File: src/mcr_pkg.sv
package mcr_pkg;
    localparam int CLK_HZ = 250_000_000;
    localparam int BAUD = 19200;
    localparam int BIT_CYC = CLK_HZ / BAUD;
    localparam int RAMP_STEP_NS = 2441;
    localparam int RAMP_STEP_CYC = RAMP_STEP_NS * 250 / 1000;
    localparam logic [5:0] IDX_SPEED = 6'h00;
    localparam logic [5:0] IDX_DRIVE = 6'h02;
    localparam logic [5:0] IDX_REGEN = 6'h03;
    localparam logic [5:0] IDX_RISE = 6'h04;
    localparam logic [5:0] IDX_FALL = 6'h05;
    localparam logic [5:0] IDX_UV_OFF = 6'h06;
    localparam logic [5:0] IDX_UV_ON = 6'h07;
    localparam logic [5:0] IDX_OV_ON = 6'h08;
    localparam logic [5:0] IDX_OV_OFF = 6'h09;
    localparam logic [5:0] IDX_HEATSINK = 6'h0A;
    localparam logic [5:0] IDX_BOARD_T = 6'h0B;
    localparam logic [5:0] IDX_SUPPLY = 6'h10;
    localparam logic [5:0] IDX_SPD_IN = 6'h11;
    localparam logic [5:0] IDX_LOAD = 6'h12;
    localparam logic [5:0] IDX_PERIOD = 6'h14;
    localparam logic [5:0] IDX_PULSE = 6'h15;
    localparam logic [5:0] IDX_IR_GAIN = 6'h20;
    localparam logic [5:0] IDX_VMAX = 6'h21;
    localparam logic [5:0] IDX_KNOB_LO = 6'h22;
    localparam logic [5:0] IDX_KNOB_HI = 6'h23;
    localparam logic [5:0] IDX_STATE = 6'h30;
    localparam logic [5:0] IDX_HOLD = 6'h31;
    localparam logic [5:0] IDX_PERSIST1 = 6'h32;
    localparam logic [5:0] IDX_PERSIST2 = 6'h33;
    localparam logic [5:0] IDX_SETUP1 = 6'h34;
    localparam logic [5:0] IDX_SETUP2 = 6'h35;
    localparam logic [5:0] IDX_NODE = 6'h3C;
    localparam logic [5:0] IDX_TRIM = 6'h3D;
    localparam logic [5:0] IDX_FW_REV = 6'h3E;
    localparam logic [5:0] IDX_HW_REV = 6'h3F;
    localparam logic [11:0] OV_ON_RESET = 12'hA28;
    localparam logic [6:0] NODE_RESET = 7'h00;
    localparam logic [11:0] OV_OFF_MAX = 12'hA8D;
    localparam int CAP_AMPS = 200;
    localparam int CAP_LSB_UA = 54500;
    localparam logic [11:0] CAP_CODE = 12'(CAP_AMPS * 1000000 / CAP_LSB_UA);
    localparam logic [6:0] DUTY_TOP_PCT = 7'h61;
    localparam logic [6:0] DUTY_DIV = 7'h64;
    localparam int HOLD_SPEED = 0;
    localparam int HOLD_DRIVE = 1;
    localparam int HOLD_REGEN = 2;
    localparam int HOLD_RISE = 3;
    localparam logic [6:0] CRC_MASK = 7'h7F;

    typedef enum logic [2:0] {
        MCR_P_ADDR = 3'b000,
        MCR_P_CMD = 3'b001,
        MCR_P_D1 = 3'b010,
        MCR_P_D2 = 3'b011,
        MCR_P_CRC = 3'b100
    } mcr_phase_t;

    typedef struct packed {
        logic [11:0] speed_adc;
        logic [11:0] drive_knob;
        logic [11:0] regen_knob;
        logic [11:0] rise_knob;
        logic [11:0] heatsink;
        logic [11:0] board_temp;
        logic [11:0] supply;
        logic [11:0] load_cur;
        logic [11:0] period;
        logic [11:0] pulse_w;
        logic [11:0] state;
        logic [11:0] fw_rev;
        logic [11:0] hw_rev;
    } mcr_meas_t;

    typedef struct packed {
        logic [11:0] rise;
        logic [11:0] fall;
        logic [11:0] uv_off;
        logic [11:0] uv_on;
        logic [11:0] ov_on;
        logic [11:0] ov_off;
        logic [11:0] ir_gain;
        logic [11:0] vmax;
        logic [11:0] knob_lo;
        logic [11:0] knob_hi;
        logic [11:0] setup1;
        logic [11:0] setup2;
        logic [11:0] trim;
    } mcr_cfg_t;

    typedef struct packed {
        logic valid;
        logic [5:0] idx;
        logic [11:0] data;
    } mcr_restore_t;
endpackage : mcr_pkg

File: src/mcr_register_bank.sv
`timescale 1ns/1ps
module mcr_register_bank #(
    parameter int BIT_CYCLES = mcr_pkg::BIT_CYC
) (
    input wire logic ref_clk,
    input wire logic reset_n,
    input wire logic clk_en,
    input wire logic uart_rx,
    output logic uart_tx,
    input wire mcr_pkg::mcr_meas_t meas,
    input wire logic cur_limit_hit,
    input wire mcr_pkg::mcr_restore_t restore,
    output logic [11:0] duty_out,
    output logic [11:0] drive_cap_eff,
    output logic [11:0] regen_cap_eff,
    output mcr_pkg::mcr_cfg_t settings,
    output logic save_strobe,
    output logic [23:0] save_mask
);

    localparam logic [15:0] BIT_LEN = 16'(BIT_CYCLES - 1);
    localparam logic [15:0] HALF_BIT = 16'(BIT_CYCLES / 2);
    localparam logic [9:0] STEP_LEN = 10'(mcr_pkg::RAMP_STEP_CYC - 1);

    function automatic logic is_rw(input logic [5:0] idx);
        is_rw = (idx <= mcr_pkg::IDX_OV_OFF && idx != 6'h01)
            || (idx >= mcr_pkg::IDX_IR_GAIN && idx <= mcr_pkg::IDX_KNOB_HI)
            || (idx >= mcr_pkg::IDX_HOLD && idx <= mcr_pkg::IDX_SETUP2)
            || idx == mcr_pkg::IDX_NODE || idx == mcr_pkg::IDX_TRIM;
    endfunction : is_rw

    function automatic logic [6:0] check_of(input logic [7:0] a,
        input logic [7:0] b, input logic [7:0] c);
        logic [7:0] s;
        s = a + b + c;
        check_of = s[6:0] & mcr_pkg::CRC_MASK;
    endfunction : check_of

    function automatic logic [11:0] clamp12(input logic [11:0] v,
        input logic [11:0] lim);
        clamp12 = (v > lim) ? lim : v;
    endfunction : clamp12

    function automatic logic [23:0] reply_of(input logic [7:0] c,
        input logic [11:0] v);
        logic [7:0] b1;
        logic [7:0] b2;
        b1 = {3'b000, v[11:7]};
        b2 = {1'b0, v[6:0]};
        reply_of = {b1, b2, 1'b0, check_of(c, b1, b2)};
    endfunction : reply_of

    logic [11:0] bank [0:63];
    logic rx_s1;
    logic rx_s2;
    logic rx_busy;
    logic [15:0] rx_cnt;
    logic [3:0] rx_bit;
    logic [7:0] rx_sh;
    logic rx_valid;
    logic [7:0] rx_byte;
    logic [15:0] tx_cnt;
    logic [3:0] tx_bits;
    logic [8:0] tx_sh;
    logic [23:0] tx_q;
    logic [1:0] tx_n;
    mcr_pkg::mcr_phase_t phase;
    logic [7:0] cmd;
    logic [7:0] d1;
    logic [7:0] d2;
    logic wr_pulse;
    logic [5:0] wr_idx;
    logic [11:0] wr_val;
    logic [11:0] rd_val;
    logic [11:0] last_spd;
    logic [11:0] last_drive;
    logic [11:0] last_regen;
    logic [11:0] last_rise;
    logic spd_track;
    logic [9:0] step_pre;
    logic [11:0] step_cnt;
    logic [6:0] node_id;
    logic [18:0] duty_prod;
    logic [11:0] duty_base;

    assign node_id = bank[mcr_pkg::IDX_NODE][6:0];

    ////////////////////////////////////////////////////////////////////////
    // Receive line: synchroniser and byte deframer

    always_ff @(posedge ref_clk or negedge reset_n)
    begin
        if (!reset_n)
        begin
            rx_s1 <= 1'b1;
            rx_s2 <= 1'b1;
        end
        else if (clk_en)
        begin
            rx_s1 <= uart_rx;
            rx_s2 <= rx_s1;
        end
    end

    always_ff @(posedge ref_clk or negedge reset_n)
    begin
        if (!reset_n)
        begin
            rx_busy <= 1'b0;
            rx_cnt <= 16'h0000;
            rx_bit <= 4'h0;
            rx_sh <= 8'h00;
            rx_valid <= 1'b0;
            rx_byte <= 8'h00;
        end
        else if (clk_en)
        begin
            rx_valid <= 1'b0;
            if (!rx_busy)
            begin
                if (!rx_s2)
                begin
                    rx_busy <= 1'b1;
                    rx_cnt <= HALF_BIT;
                    rx_bit <= 4'h0;
                end
            end
            else if (rx_cnt != 16'h0000)
                rx_cnt <= rx_cnt - 16'h0001;
            else
            begin
                rx_cnt <= BIT_LEN;
                rx_bit <= rx_bit + 4'h1;
                if (rx_bit == 4'h0 && rx_s2)
                    rx_busy <= 1'b0;
                else if (rx_bit == 4'h9)
                begin
                    rx_busy <= 1'b0;
                    rx_valid <= rx_s2;
                    rx_byte <= rx_sh;
                end
                else if (rx_bit != 4'h0)
                    rx_sh <= {rx_s2, rx_sh[7:1]};
            end
        end
    end

    ////////////////////////////////////////////////////////////////////////
    // Frame parser and replies

    always_comb
    begin
        rd_val = 12'h000;
        unique case (rx_byte[5:0])
            mcr_pkg::IDX_HEATSINK: rd_val = meas.heatsink;
            mcr_pkg::IDX_BOARD_T: rd_val = meas.board_temp;
            mcr_pkg::IDX_SUPPLY: rd_val = meas.supply;
            mcr_pkg::IDX_SPD_IN: rd_val = meas.speed_adc;
            mcr_pkg::IDX_LOAD: rd_val = meas.load_cur;
            mcr_pkg::IDX_PERIOD: rd_val = meas.period;
            mcr_pkg::IDX_PULSE: rd_val = meas.pulse_w;
            mcr_pkg::IDX_STATE: rd_val = meas.state;
            mcr_pkg::IDX_FW_REV: rd_val = meas.fw_rev;
            mcr_pkg::IDX_HW_REV: rd_val = meas.hw_rev;
            default:
                if (is_rw(rx_byte[5:0]) && rx_byte[5:0] != mcr_pkg::IDX_NODE
                    && rx_byte[5:0] != mcr_pkg::IDX_TRIM)
                    rd_val = bank[rx_byte[5:0]];
        endcase
    end

    always_ff @(posedge ref_clk or negedge reset_n)
    begin
        if (!reset_n)
        begin
            phase <= mcr_pkg::MCR_P_ADDR;
            cmd <= 8'h00;
            d1 <= 8'h00;
            d2 <= 8'h00;
            wr_pulse <= 1'b0;
            wr_idx <= 6'h00;
            wr_val <= 12'h000;
        end
        else if (clk_en)
        begin
            wr_pulse <= 1'b0;
            if (rx_valid)
            begin
                if (rx_byte[7])
                    phase <= (rx_byte[6:0] == node_id) ?
                        mcr_pkg::MCR_P_CMD : mcr_pkg::MCR_P_ADDR;
                else
                begin
                    unique case (phase)
                        mcr_pkg::MCR_P_ADDR: phase <= mcr_pkg::MCR_P_ADDR;
                        mcr_pkg::MCR_P_CMD:
                        begin
                            cmd <= rx_byte;
                            phase <= rx_byte[6] ? mcr_pkg::MCR_P_D1 :
                                mcr_pkg::MCR_P_CMD;
                        end
                        mcr_pkg::MCR_P_D1:
                        begin
                            d1 <= rx_byte;
                            phase <= mcr_pkg::MCR_P_D2;
                        end
                        mcr_pkg::MCR_P_D2:
                        begin
                            d2 <= rx_byte;
                            phase <= mcr_pkg::MCR_P_CRC;
                        end
                        mcr_pkg::MCR_P_CRC:
                        begin
                            phase <= mcr_pkg::MCR_P_CMD;
                            if (rx_byte[6:0] == check_of(cmd, d1, d2))
                            begin
                                wr_pulse <= is_rw(cmd[5:0]);
                                wr_idx <= cmd[5:0];
                                wr_val <= {d1[4:0], d2[6:0]};
                            end
                        end
                        default: phase <= mcr_pkg::MCR_P_ADDR;
                    endcase
                end
            end
        end
    end

    ////////////////////////////////////////////////////////////////////////
    // Transmit line

    always_ff @(posedge ref_clk or negedge reset_n)
    begin
        if (!reset_n)
        begin
            uart_tx <= 1'b1;
            tx_cnt <= 16'h0000;
            tx_bits <= 4'h0;
            tx_sh <= 9'h1FF;
            tx_q <= 24'h000000;
            tx_n <= 2'h0;
        end
        else if (clk_en)
        begin
            if (tx_bits == 4'h0 && tx_n != 2'h0)
            begin
                uart_tx <= 1'b0;
                tx_sh <= {1'b1, tx_q[23:16]};
                tx_q <= {tx_q[15:0], 8'h00};
                tx_n <= tx_n - 2'h1;
                tx_bits <= 4'hA;
                tx_cnt <= BIT_LEN;
            end
            else if (tx_bits != 4'h0)
            begin
                if (tx_cnt != 16'h0000)
                    tx_cnt <= tx_cnt - 16'h0001;
                else if (tx_bits == 4'h1)
                    tx_bits <= 4'h0;
                else
                begin
                    uart_tx <= tx_sh[0];
                    tx_sh <= {1'b1, tx_sh[8:1]};
                    tx_bits <= tx_bits - 4'h1;
                    tx_cnt <= BIT_LEN;
                end
            end
            if (rx_valid && !rx_byte[7])
            begin
                if (phase == mcr_pkg::MCR_P_CMD && !rx_byte[6])
                begin
                    tx_n <= 2'h3;
                    tx_q <= reply_of(rx_byte, rd_val);
                end
                else if (phase == mcr_pkg::MCR_P_CRC)
                begin
                    tx_n <= 2'h1;
                    tx_q[23:16] <= {rx_byte[6:0] != check_of(cmd, d1, d2),
                        node_id};
                end
            end
        end
    end

    ////////////////////////////////////////////////////////////////////////
    // Register store, knob tracking and speed ramp

    always_ff @(posedge ref_clk or negedge reset_n)
    begin
        if (!reset_n)
        begin
            for (int i = 0; i < 64; i++)
                bank[i] <= 12'h000;
            bank[mcr_pkg::IDX_OV_ON] <= mcr_pkg::OV_ON_RESET;
            bank[mcr_pkg::IDX_NODE] <= {5'h00, mcr_pkg::NODE_RESET};
            last_spd <= 12'h000;
            last_drive <= 12'h000;
            last_regen <= 12'h000;
            last_rise <= 12'h000;
            spd_track <= 1'b1;
            step_pre <= 10'h000;
            step_cnt <= 12'h000;
        end
        else if (clk_en)
        begin
            last_spd <= meas.speed_adc;
            last_drive <= meas.drive_knob;
            last_regen <= meas.regen_knob;
            last_rise <= meas.rise_knob;
            if (bank[mcr_pkg::IDX_HOLD][mcr_pkg::HOLD_SPEED])
                spd_track <= 1'b0;
            else if (meas.speed_adc != last_spd)
                spd_track <= 1'b1;
            if (meas.drive_knob != last_drive
                && !bank[mcr_pkg::IDX_HOLD][mcr_pkg::HOLD_DRIVE])
                bank[mcr_pkg::IDX_DRIVE] <= meas.drive_knob;
            if (meas.regen_knob != last_regen
                && !bank[mcr_pkg::IDX_HOLD][mcr_pkg::HOLD_REGEN])
                bank[mcr_pkg::IDX_REGEN] <= meas.regen_knob;
            if (meas.rise_knob != last_rise
                && !bank[mcr_pkg::IDX_HOLD][mcr_pkg::HOLD_RISE])
                bank[mcr_pkg::IDX_RISE] <= meas.rise_knob;
            step_pre <= (step_pre == STEP_LEN) ? 10'h000 :
                step_pre + 10'h001;
            if (spd_track && step_pre == STEP_LEN)
            begin
                // One code per (ramp value + 1) step periods
                if (bank[mcr_pkg::IDX_SPEED] == meas.speed_adc)
                    step_cnt <= 12'h000;
                else if (step_cnt >= ((meas.speed_adc >
                    bank[mcr_pkg::IDX_SPEED]) ? bank[mcr_pkg::IDX_RISE] :
                    bank[mcr_pkg::IDX_FALL]))
                begin
                    step_cnt <= 12'h000;
                    bank[mcr_pkg::IDX_SPEED] <= (meas.speed_adc >
                        bank[mcr_pkg::IDX_SPEED]) ?
                        bank[mcr_pkg::IDX_SPEED] + 12'h001 :
                        bank[mcr_pkg::IDX_SPEED] - 12'h001;
                end
                else
                    step_cnt <= step_cnt + 12'h001;
            end
            if (restore.valid && is_rw(restore.idx))
                bank[restore.idx] <= restore.data;
            if (wr_pulse)
            begin
                if (wr_idx == mcr_pkg::IDX_OV_OFF)
                    bank[wr_idx] <= clamp12(wr_val,
                        mcr_pkg::OV_OFF_MAX);
                else if (wr_idx == mcr_pkg::IDX_NODE)
                    bank[wr_idx] <= {5'h00, wr_val[6:0]};
                else
                    bank[wr_idx] <= wr_val;
                if (wr_idx == mcr_pkg::IDX_SPEED)
                    spd_track <= 1'b0;
            end
        end
    end

    ////////////////////////////////////////////////////////////////////////
    // Save request and registered outputs

    always_ff @(posedge ref_clk or negedge reset_n)
    begin
        if (!reset_n)
        begin
            save_strobe <= 1'b0;
            save_mask <= 24'h000000;
        end
        else if (clk_en)
        begin
            save_strobe <= wr_pulse && (wr_idx == mcr_pkg::IDX_PERSIST1
                || wr_idx == mcr_pkg::IDX_PERSIST2);
            save_mask <= {bank[mcr_pkg::IDX_PERSIST2],
                bank[mcr_pkg::IDX_PERSIST1]};
        end
    end

    always_ff @(posedge ref_clk or negedge reset_n)
    begin
        if (!reset_n)
        begin
            duty_out <= 12'h000;
            drive_cap_eff <= 12'h000;
            regen_cap_eff <= 12'h000;
            settings <= '0;
        end
        else if (clk_en)
        begin
            duty_out <= cur_limit_hit ? {1'b0, duty_base[11:1]} :
                duty_base;
            drive_cap_eff <= clamp12(bank[mcr_pkg::IDX_DRIVE],
                mcr_pkg::CAP_CODE);
            regen_cap_eff <= clamp12(bank[mcr_pkg::IDX_REGEN],
                mcr_pkg::CAP_CODE);
            settings <= '{bank[mcr_pkg::IDX_RISE], bank[mcr_pkg::IDX_FALL],
                bank[mcr_pkg::IDX_UV_OFF], bank[mcr_pkg::IDX_UV_ON],
                bank[mcr_pkg::IDX_OV_ON], bank[mcr_pkg::IDX_OV_OFF],
                bank[mcr_pkg::IDX_IR_GAIN], bank[mcr_pkg::IDX_VMAX],
                bank[mcr_pkg::IDX_KNOB_LO], bank[mcr_pkg::IDX_KNOB_HI],
                bank[mcr_pkg::IDX_SETUP1], bank[mcr_pkg::IDX_SETUP2],
                bank[mcr_pkg::IDX_TRIM]};
        end
    end

    always_comb
    begin
        duty_prod = {7'h00, bank[mcr_pkg::IDX_SPEED]}
            * {12'h000, mcr_pkg::DUTY_TOP_PCT};
        duty_base = 12'(duty_prod / {12'h000, mcr_pkg::DUTY_DIV});
    end

endmodule : mcr_register_bank

File: config.mk
export PLATFORM = sky130hd
export DESIGN_NAME = mcr_register_bank
export DESIGN_NICKNAME = d
export VERILOG_FILES = /design/src/mcr_pkg.sv /design/src/mcr_register_bank.sv
export SDC_FILE = /design/constraint.sdc
export NUM_CORES = 2
export LEC_CHECK = 0
export ABC_AREA = 1
export BUFFER_PORTS_ARGS = -buffer_cell sky130_fd_sc_hd__buf_2
export CAP_MARGIN = 5
export CORE_MARGIN = 10
export CORE_UTILIZATION = 35
export DETAILED_ROUTE_END_ITERATION = 10
export GPL_TIMING_DRIVEN = 0
export MAX_ROUTING_LAYER = met4
export PLACE_DENSITY = 0.61
export RECOVER_POWER = 25
export SLEW_MARGIN = 20
export SYNTH_ARGS = -nofsm -noshare
export SYNTH_HDL_FRONTEND = slang
export SYNTH_SLANG_ARGS = --single-unit
File: constraint.sdc
create_clock -name ref_clk -period 18.71 [get_ports ref_clk]
set_input_delay 3.742 -clock ref_clk [delete_from_list [all_inputs] [get_ports ref_clk]]
set_output_delay 3.742 -clock ref_clk [all_outputs]
set_load 0.02 [all_outputs]
==> results_dict.tcl <==
set metrics [dict create \
    run_status "finished with violations" \
    failed_checks "max-capacitance violations, max-slew violations" \
    cts-hold-fix-buffers 0 \
    nNetsFinal 9025 \
    r2r_slack_ns 9.04 \
    tritoncts.num_buffers 136 \
    drtIter0Drc 11400 \
    synthesis.yosys.warnings 0 \
    row_count 153 \
    final_tns_setup_ns 0 \
    post_cts.repair.setup_buffers 0 \
    cap_viol_max_count 4 \
    io_buffers 388 \
    worstSetupStartpointType "input port" \
    die_ar_um2 192000 \
    crit_required_ns 19.65 \
    cpMaxStageDelayCell "sky130_fd_sc_hd__clkbuf_1" \
    synth_sequential_area_ratio 0.436 \
    maxSlewHeadroom -2.52 \
    r2r_cells 76 \
    layout_min_cycle_time_ns 11.19 \
    drive_above_1_share 0.117 \
    number_of_global_route_vias_before_repair 64300 \
    drtAntennaViolNets 0 \
    max_slew.worst_pin.slew_ns 5.28 \
    holdCritPathClass "reg -> reg" \
    starting_density_of_the_core 0.352 \
    die_h_um 438 \
    synth_area_leaders "sky130_fd_sc_hd__dfrtp_1 (43%), sky130_fd_sc_hd__nand2_1 (9.2%), sky130_fd_sc_hd__o21ai_0 (9.1%), sky130_fd_sc_hd__a21oi_1 (5.8%), sky130_fd_sc_hd__inv_1 (4.9%)" \
    avgRoutedWirePerCell_um 37.7 \
    coreArea_um2 174000 \
    worst_path_most_repeated_cell "sky130_fd_sc_hd__buf_16" \
    htree_levels 4 \
    cp-end-kind "asynchronous set/reset pin" \
    final_replace_weighted_congestion 1.11 \
    synth_commonest_cells "sky130_fd_sc_hd__nand2_1 (1506), sky130_fd_sc_hd__o21ai_0 (1111), sky130_fd_sc_hd__dfrtp_1 (1050)" \
    cp_slowest_stage_delay_ns 3.87 \
    detailedPlacementHpwl_mm 325 \
    synth_top_area_share 0.429 \
    timing.fmax_mhz 89.4 \
    postSynthAreaPerCell_um2 7.57 \
    crit_start "reset_n" \
    synth_ff_type "sky130_fd_sc_hd__dfrtp_1" \
    synth_most_common_cell "sky130_fd_sc_hd__nand2_1" \
    total_detailed_routing_wirelength_mm 424 \
    synth.cell_area_um2 61300 \
    grt.total_usage 0.436 \
    grt-ovfl-total 0 \
    design.portCount 398 \
    syn_inst 8097 \
    vias 69900 \
    vias_per_cell 6.22 \
    largest_net_degree_at_the_start_of_global_routing 128 \
    antenna_found_initial 79 \
    synth_edf_count 0 \
    postSynth.asyncResetShare 1.00 \
    hold_viol_final 0 \
    cts_max_path_buffers 3 \
    clock_latency_ns 0.84 \
    worst_setup_path_endpoint "bank[605]" \
    fp.dieW_um 438 \
    drc 0 \
    rr_endpoint "duty_out[0]" \
    ys_types 64 \
    finClkSkew_ns 0.0403 \
    timing.critical_path.fanout_max 103 \
    rsz0062_at_grt "false" \
    crit_chain "clkbuf_1 -> clkbuf_1 -> buf_16 -> buf_16 -> buf_16" \
    layout_worst_path_cycle_share 0.598 \
    syn2layout_area_growth_pct 19.3 \
    crit-reg2reg-launch "bank[759]" \
    wire_length_of_the_first_global_routing_pass_mm 561 \
    clockRootBuffer "sky130_fd_sc_hd__clkbuf_16" \
    report.final.slew_viol_count 267 \
    setup_viol 0 \
    cts_tree "built" \
    path_clk_slew_ns 0.06 \
    firstDrtPassIters 7 \
    numClockSinks 1066 \
    synth_top_area_cell "sky130_fd_sc_hd__dfrtp_1" \
    timing.critical_path.arrival_ns 12.13 \
    ws_path_type "in -> async" \
    synth_register_bits 1066 \
    syn_nets 8413 \
    cts-resized-gates 0 \
]
==> per-layer routing <==
metal  part of all wire  global-route usage  up-vias
met3               0.12               0.145     1405
met4              0.092               0.324        0
met5                  0                   -        -
met2               0.41               0.604     5082
met1               0.38               0.524    34500
li1                   -                   -    28800
==> final cells by class <==
cell class                      instances  area [um2]
Antenna cell                           85         213
Inverter                              867        3260
Multi-Input combinational cell       5592       29300
Clock inverter                         56         694
Clock buffer                          194        3940
Sequential cell                      1066       26700
Buffer                                572        2350
Tap cell                             2325        2910
Fill cell                           17800      101000
Timing Repair Buffer                  474        3760
==> placed cells by master (no fill, tap or decap), types with 29 or more instances in the layout <==
master,netlist,layout
sky130_fd_sc_hd__o22ai_1,294,294
sky130_fd_sc_hd__a31oi_1,135,135
sky130_fd_sc_hd__clkbuf_16,0,138
sky130_fd_sc_hd__diode_2,0,85
sky130_fd_sc_hd__ha_1,118,118
sky130_fd_sc_hd__xnor2_1,29,29
sky130_fd_sc_hd__o21ai_0,1111,1096
sky130_fd_sc_hd__buf_16,0,44
sky130_fd_sc_hd__nand2_2,34,34
sky130_fd_sc_hd__a22oi_1,91,91
sky130_fd_sc_hd__dfrtp_1,1050,1050
sky130_fd_sc_hd__nor3_1,48,47
sky130_fd_sc_hd__nor2_1,689,674
sky130_fd_sc_hd__nand2_1,1506,1506
sky130_fd_sc_hd__buf_1,61,32
sky130_fd_sc_hd__clkinv_1,33,31
sky130_fd_sc_hd__nand3_1,188,188
sky130_fd_sc_hd__inv_1,806,806
sky130_fd_sc_hd__o221ai_1,50,50
sky130_fd_sc_hd__o211ai_1,207,207
sky130_fd_sc_hd__buf_2,0,417
sky130_fd_sc_hd__a21oi_1,707,707
sky130_fd_sc_hd__clkbuf_2,0,135
sky130_fd_sc_hd__clkbuf_1,511,408
sky130_fd_sc_hd__nand4_1,91,91
sky130_fd_sc_hd__clkinv_2,0,29
sky130_fd_sc_hd__xor2_1,68,68
==> worst min path at each step <==
| stage | startpoint | to | slack [ns] | depth (start not counted) |
|---|---|---|---|---|
| after CTS | rx_s1 | rx_s1 | 0.46 | 2 |
| after detailed placement | rx_s1 | rx_s1 | 0.46 | 2 |
| final | save_mask[7] | save_mask[7] | 0.47 | 2 |
| after floorplan | tx_sh[7] | tx_sh[7] | 0.44 | 2 |
| after global placement | save_mask[0] | save_mask[0] | 0.45 | 2 |
| after global routing | duty_out[8] | duty_out[8] | 0.49 | 2 |
==> critical path: cells and delay by family <==
family   cells  cell delay, ns
buf+inv      5            7.90
==> registers in the layout, summed over array words and instances (netlist names), 16 cells and up <==
register / flops
bank: 640
settings: 156
save_mask: 24
tx_q: 24
rx_cnt: 16
tx_cnt: 16
==> stage by stage <==
step                      cell area (um2)  hold WS, ns   util  cells  worst slack (ns)
after detailed placement            68300        0.456  0.393  10900              9.17
after global routing                73000        0.492  0.420  11200              6.13
after floorplan                     61300        0.442      -   8097             10.87
final                               73100        0.467  0.420  11200              7.52
after global placement              66100        0.450  0.380  10800            -11.95
after CTS                           73000        0.465  0.419  11100              9.13
==> cells by family (layout without fill, tap and decap cells) <==
group / Yosys count / after routing / share of synthesized area
xor gates and xnor gates: 97 / 97 / 0.0139
muxes: 4 / 4 / 0.000674
and+or+nand+nor: 2644 / 2644 / 0.181
DFF: 1066 / 1066 / 0.436
other: 0 / 85 / 0
AOI/OAI and AO/OA: 2711 / 2711 / 0.251
buffers and inverters: 1439 / 2163 / 0.0882
adders and majority gates: 136 / 136 / 0.0300
Power is left out: the tool's default activity adds up to more than one toggle a clock period on the data nets, which glitch-free logic cannot reach.
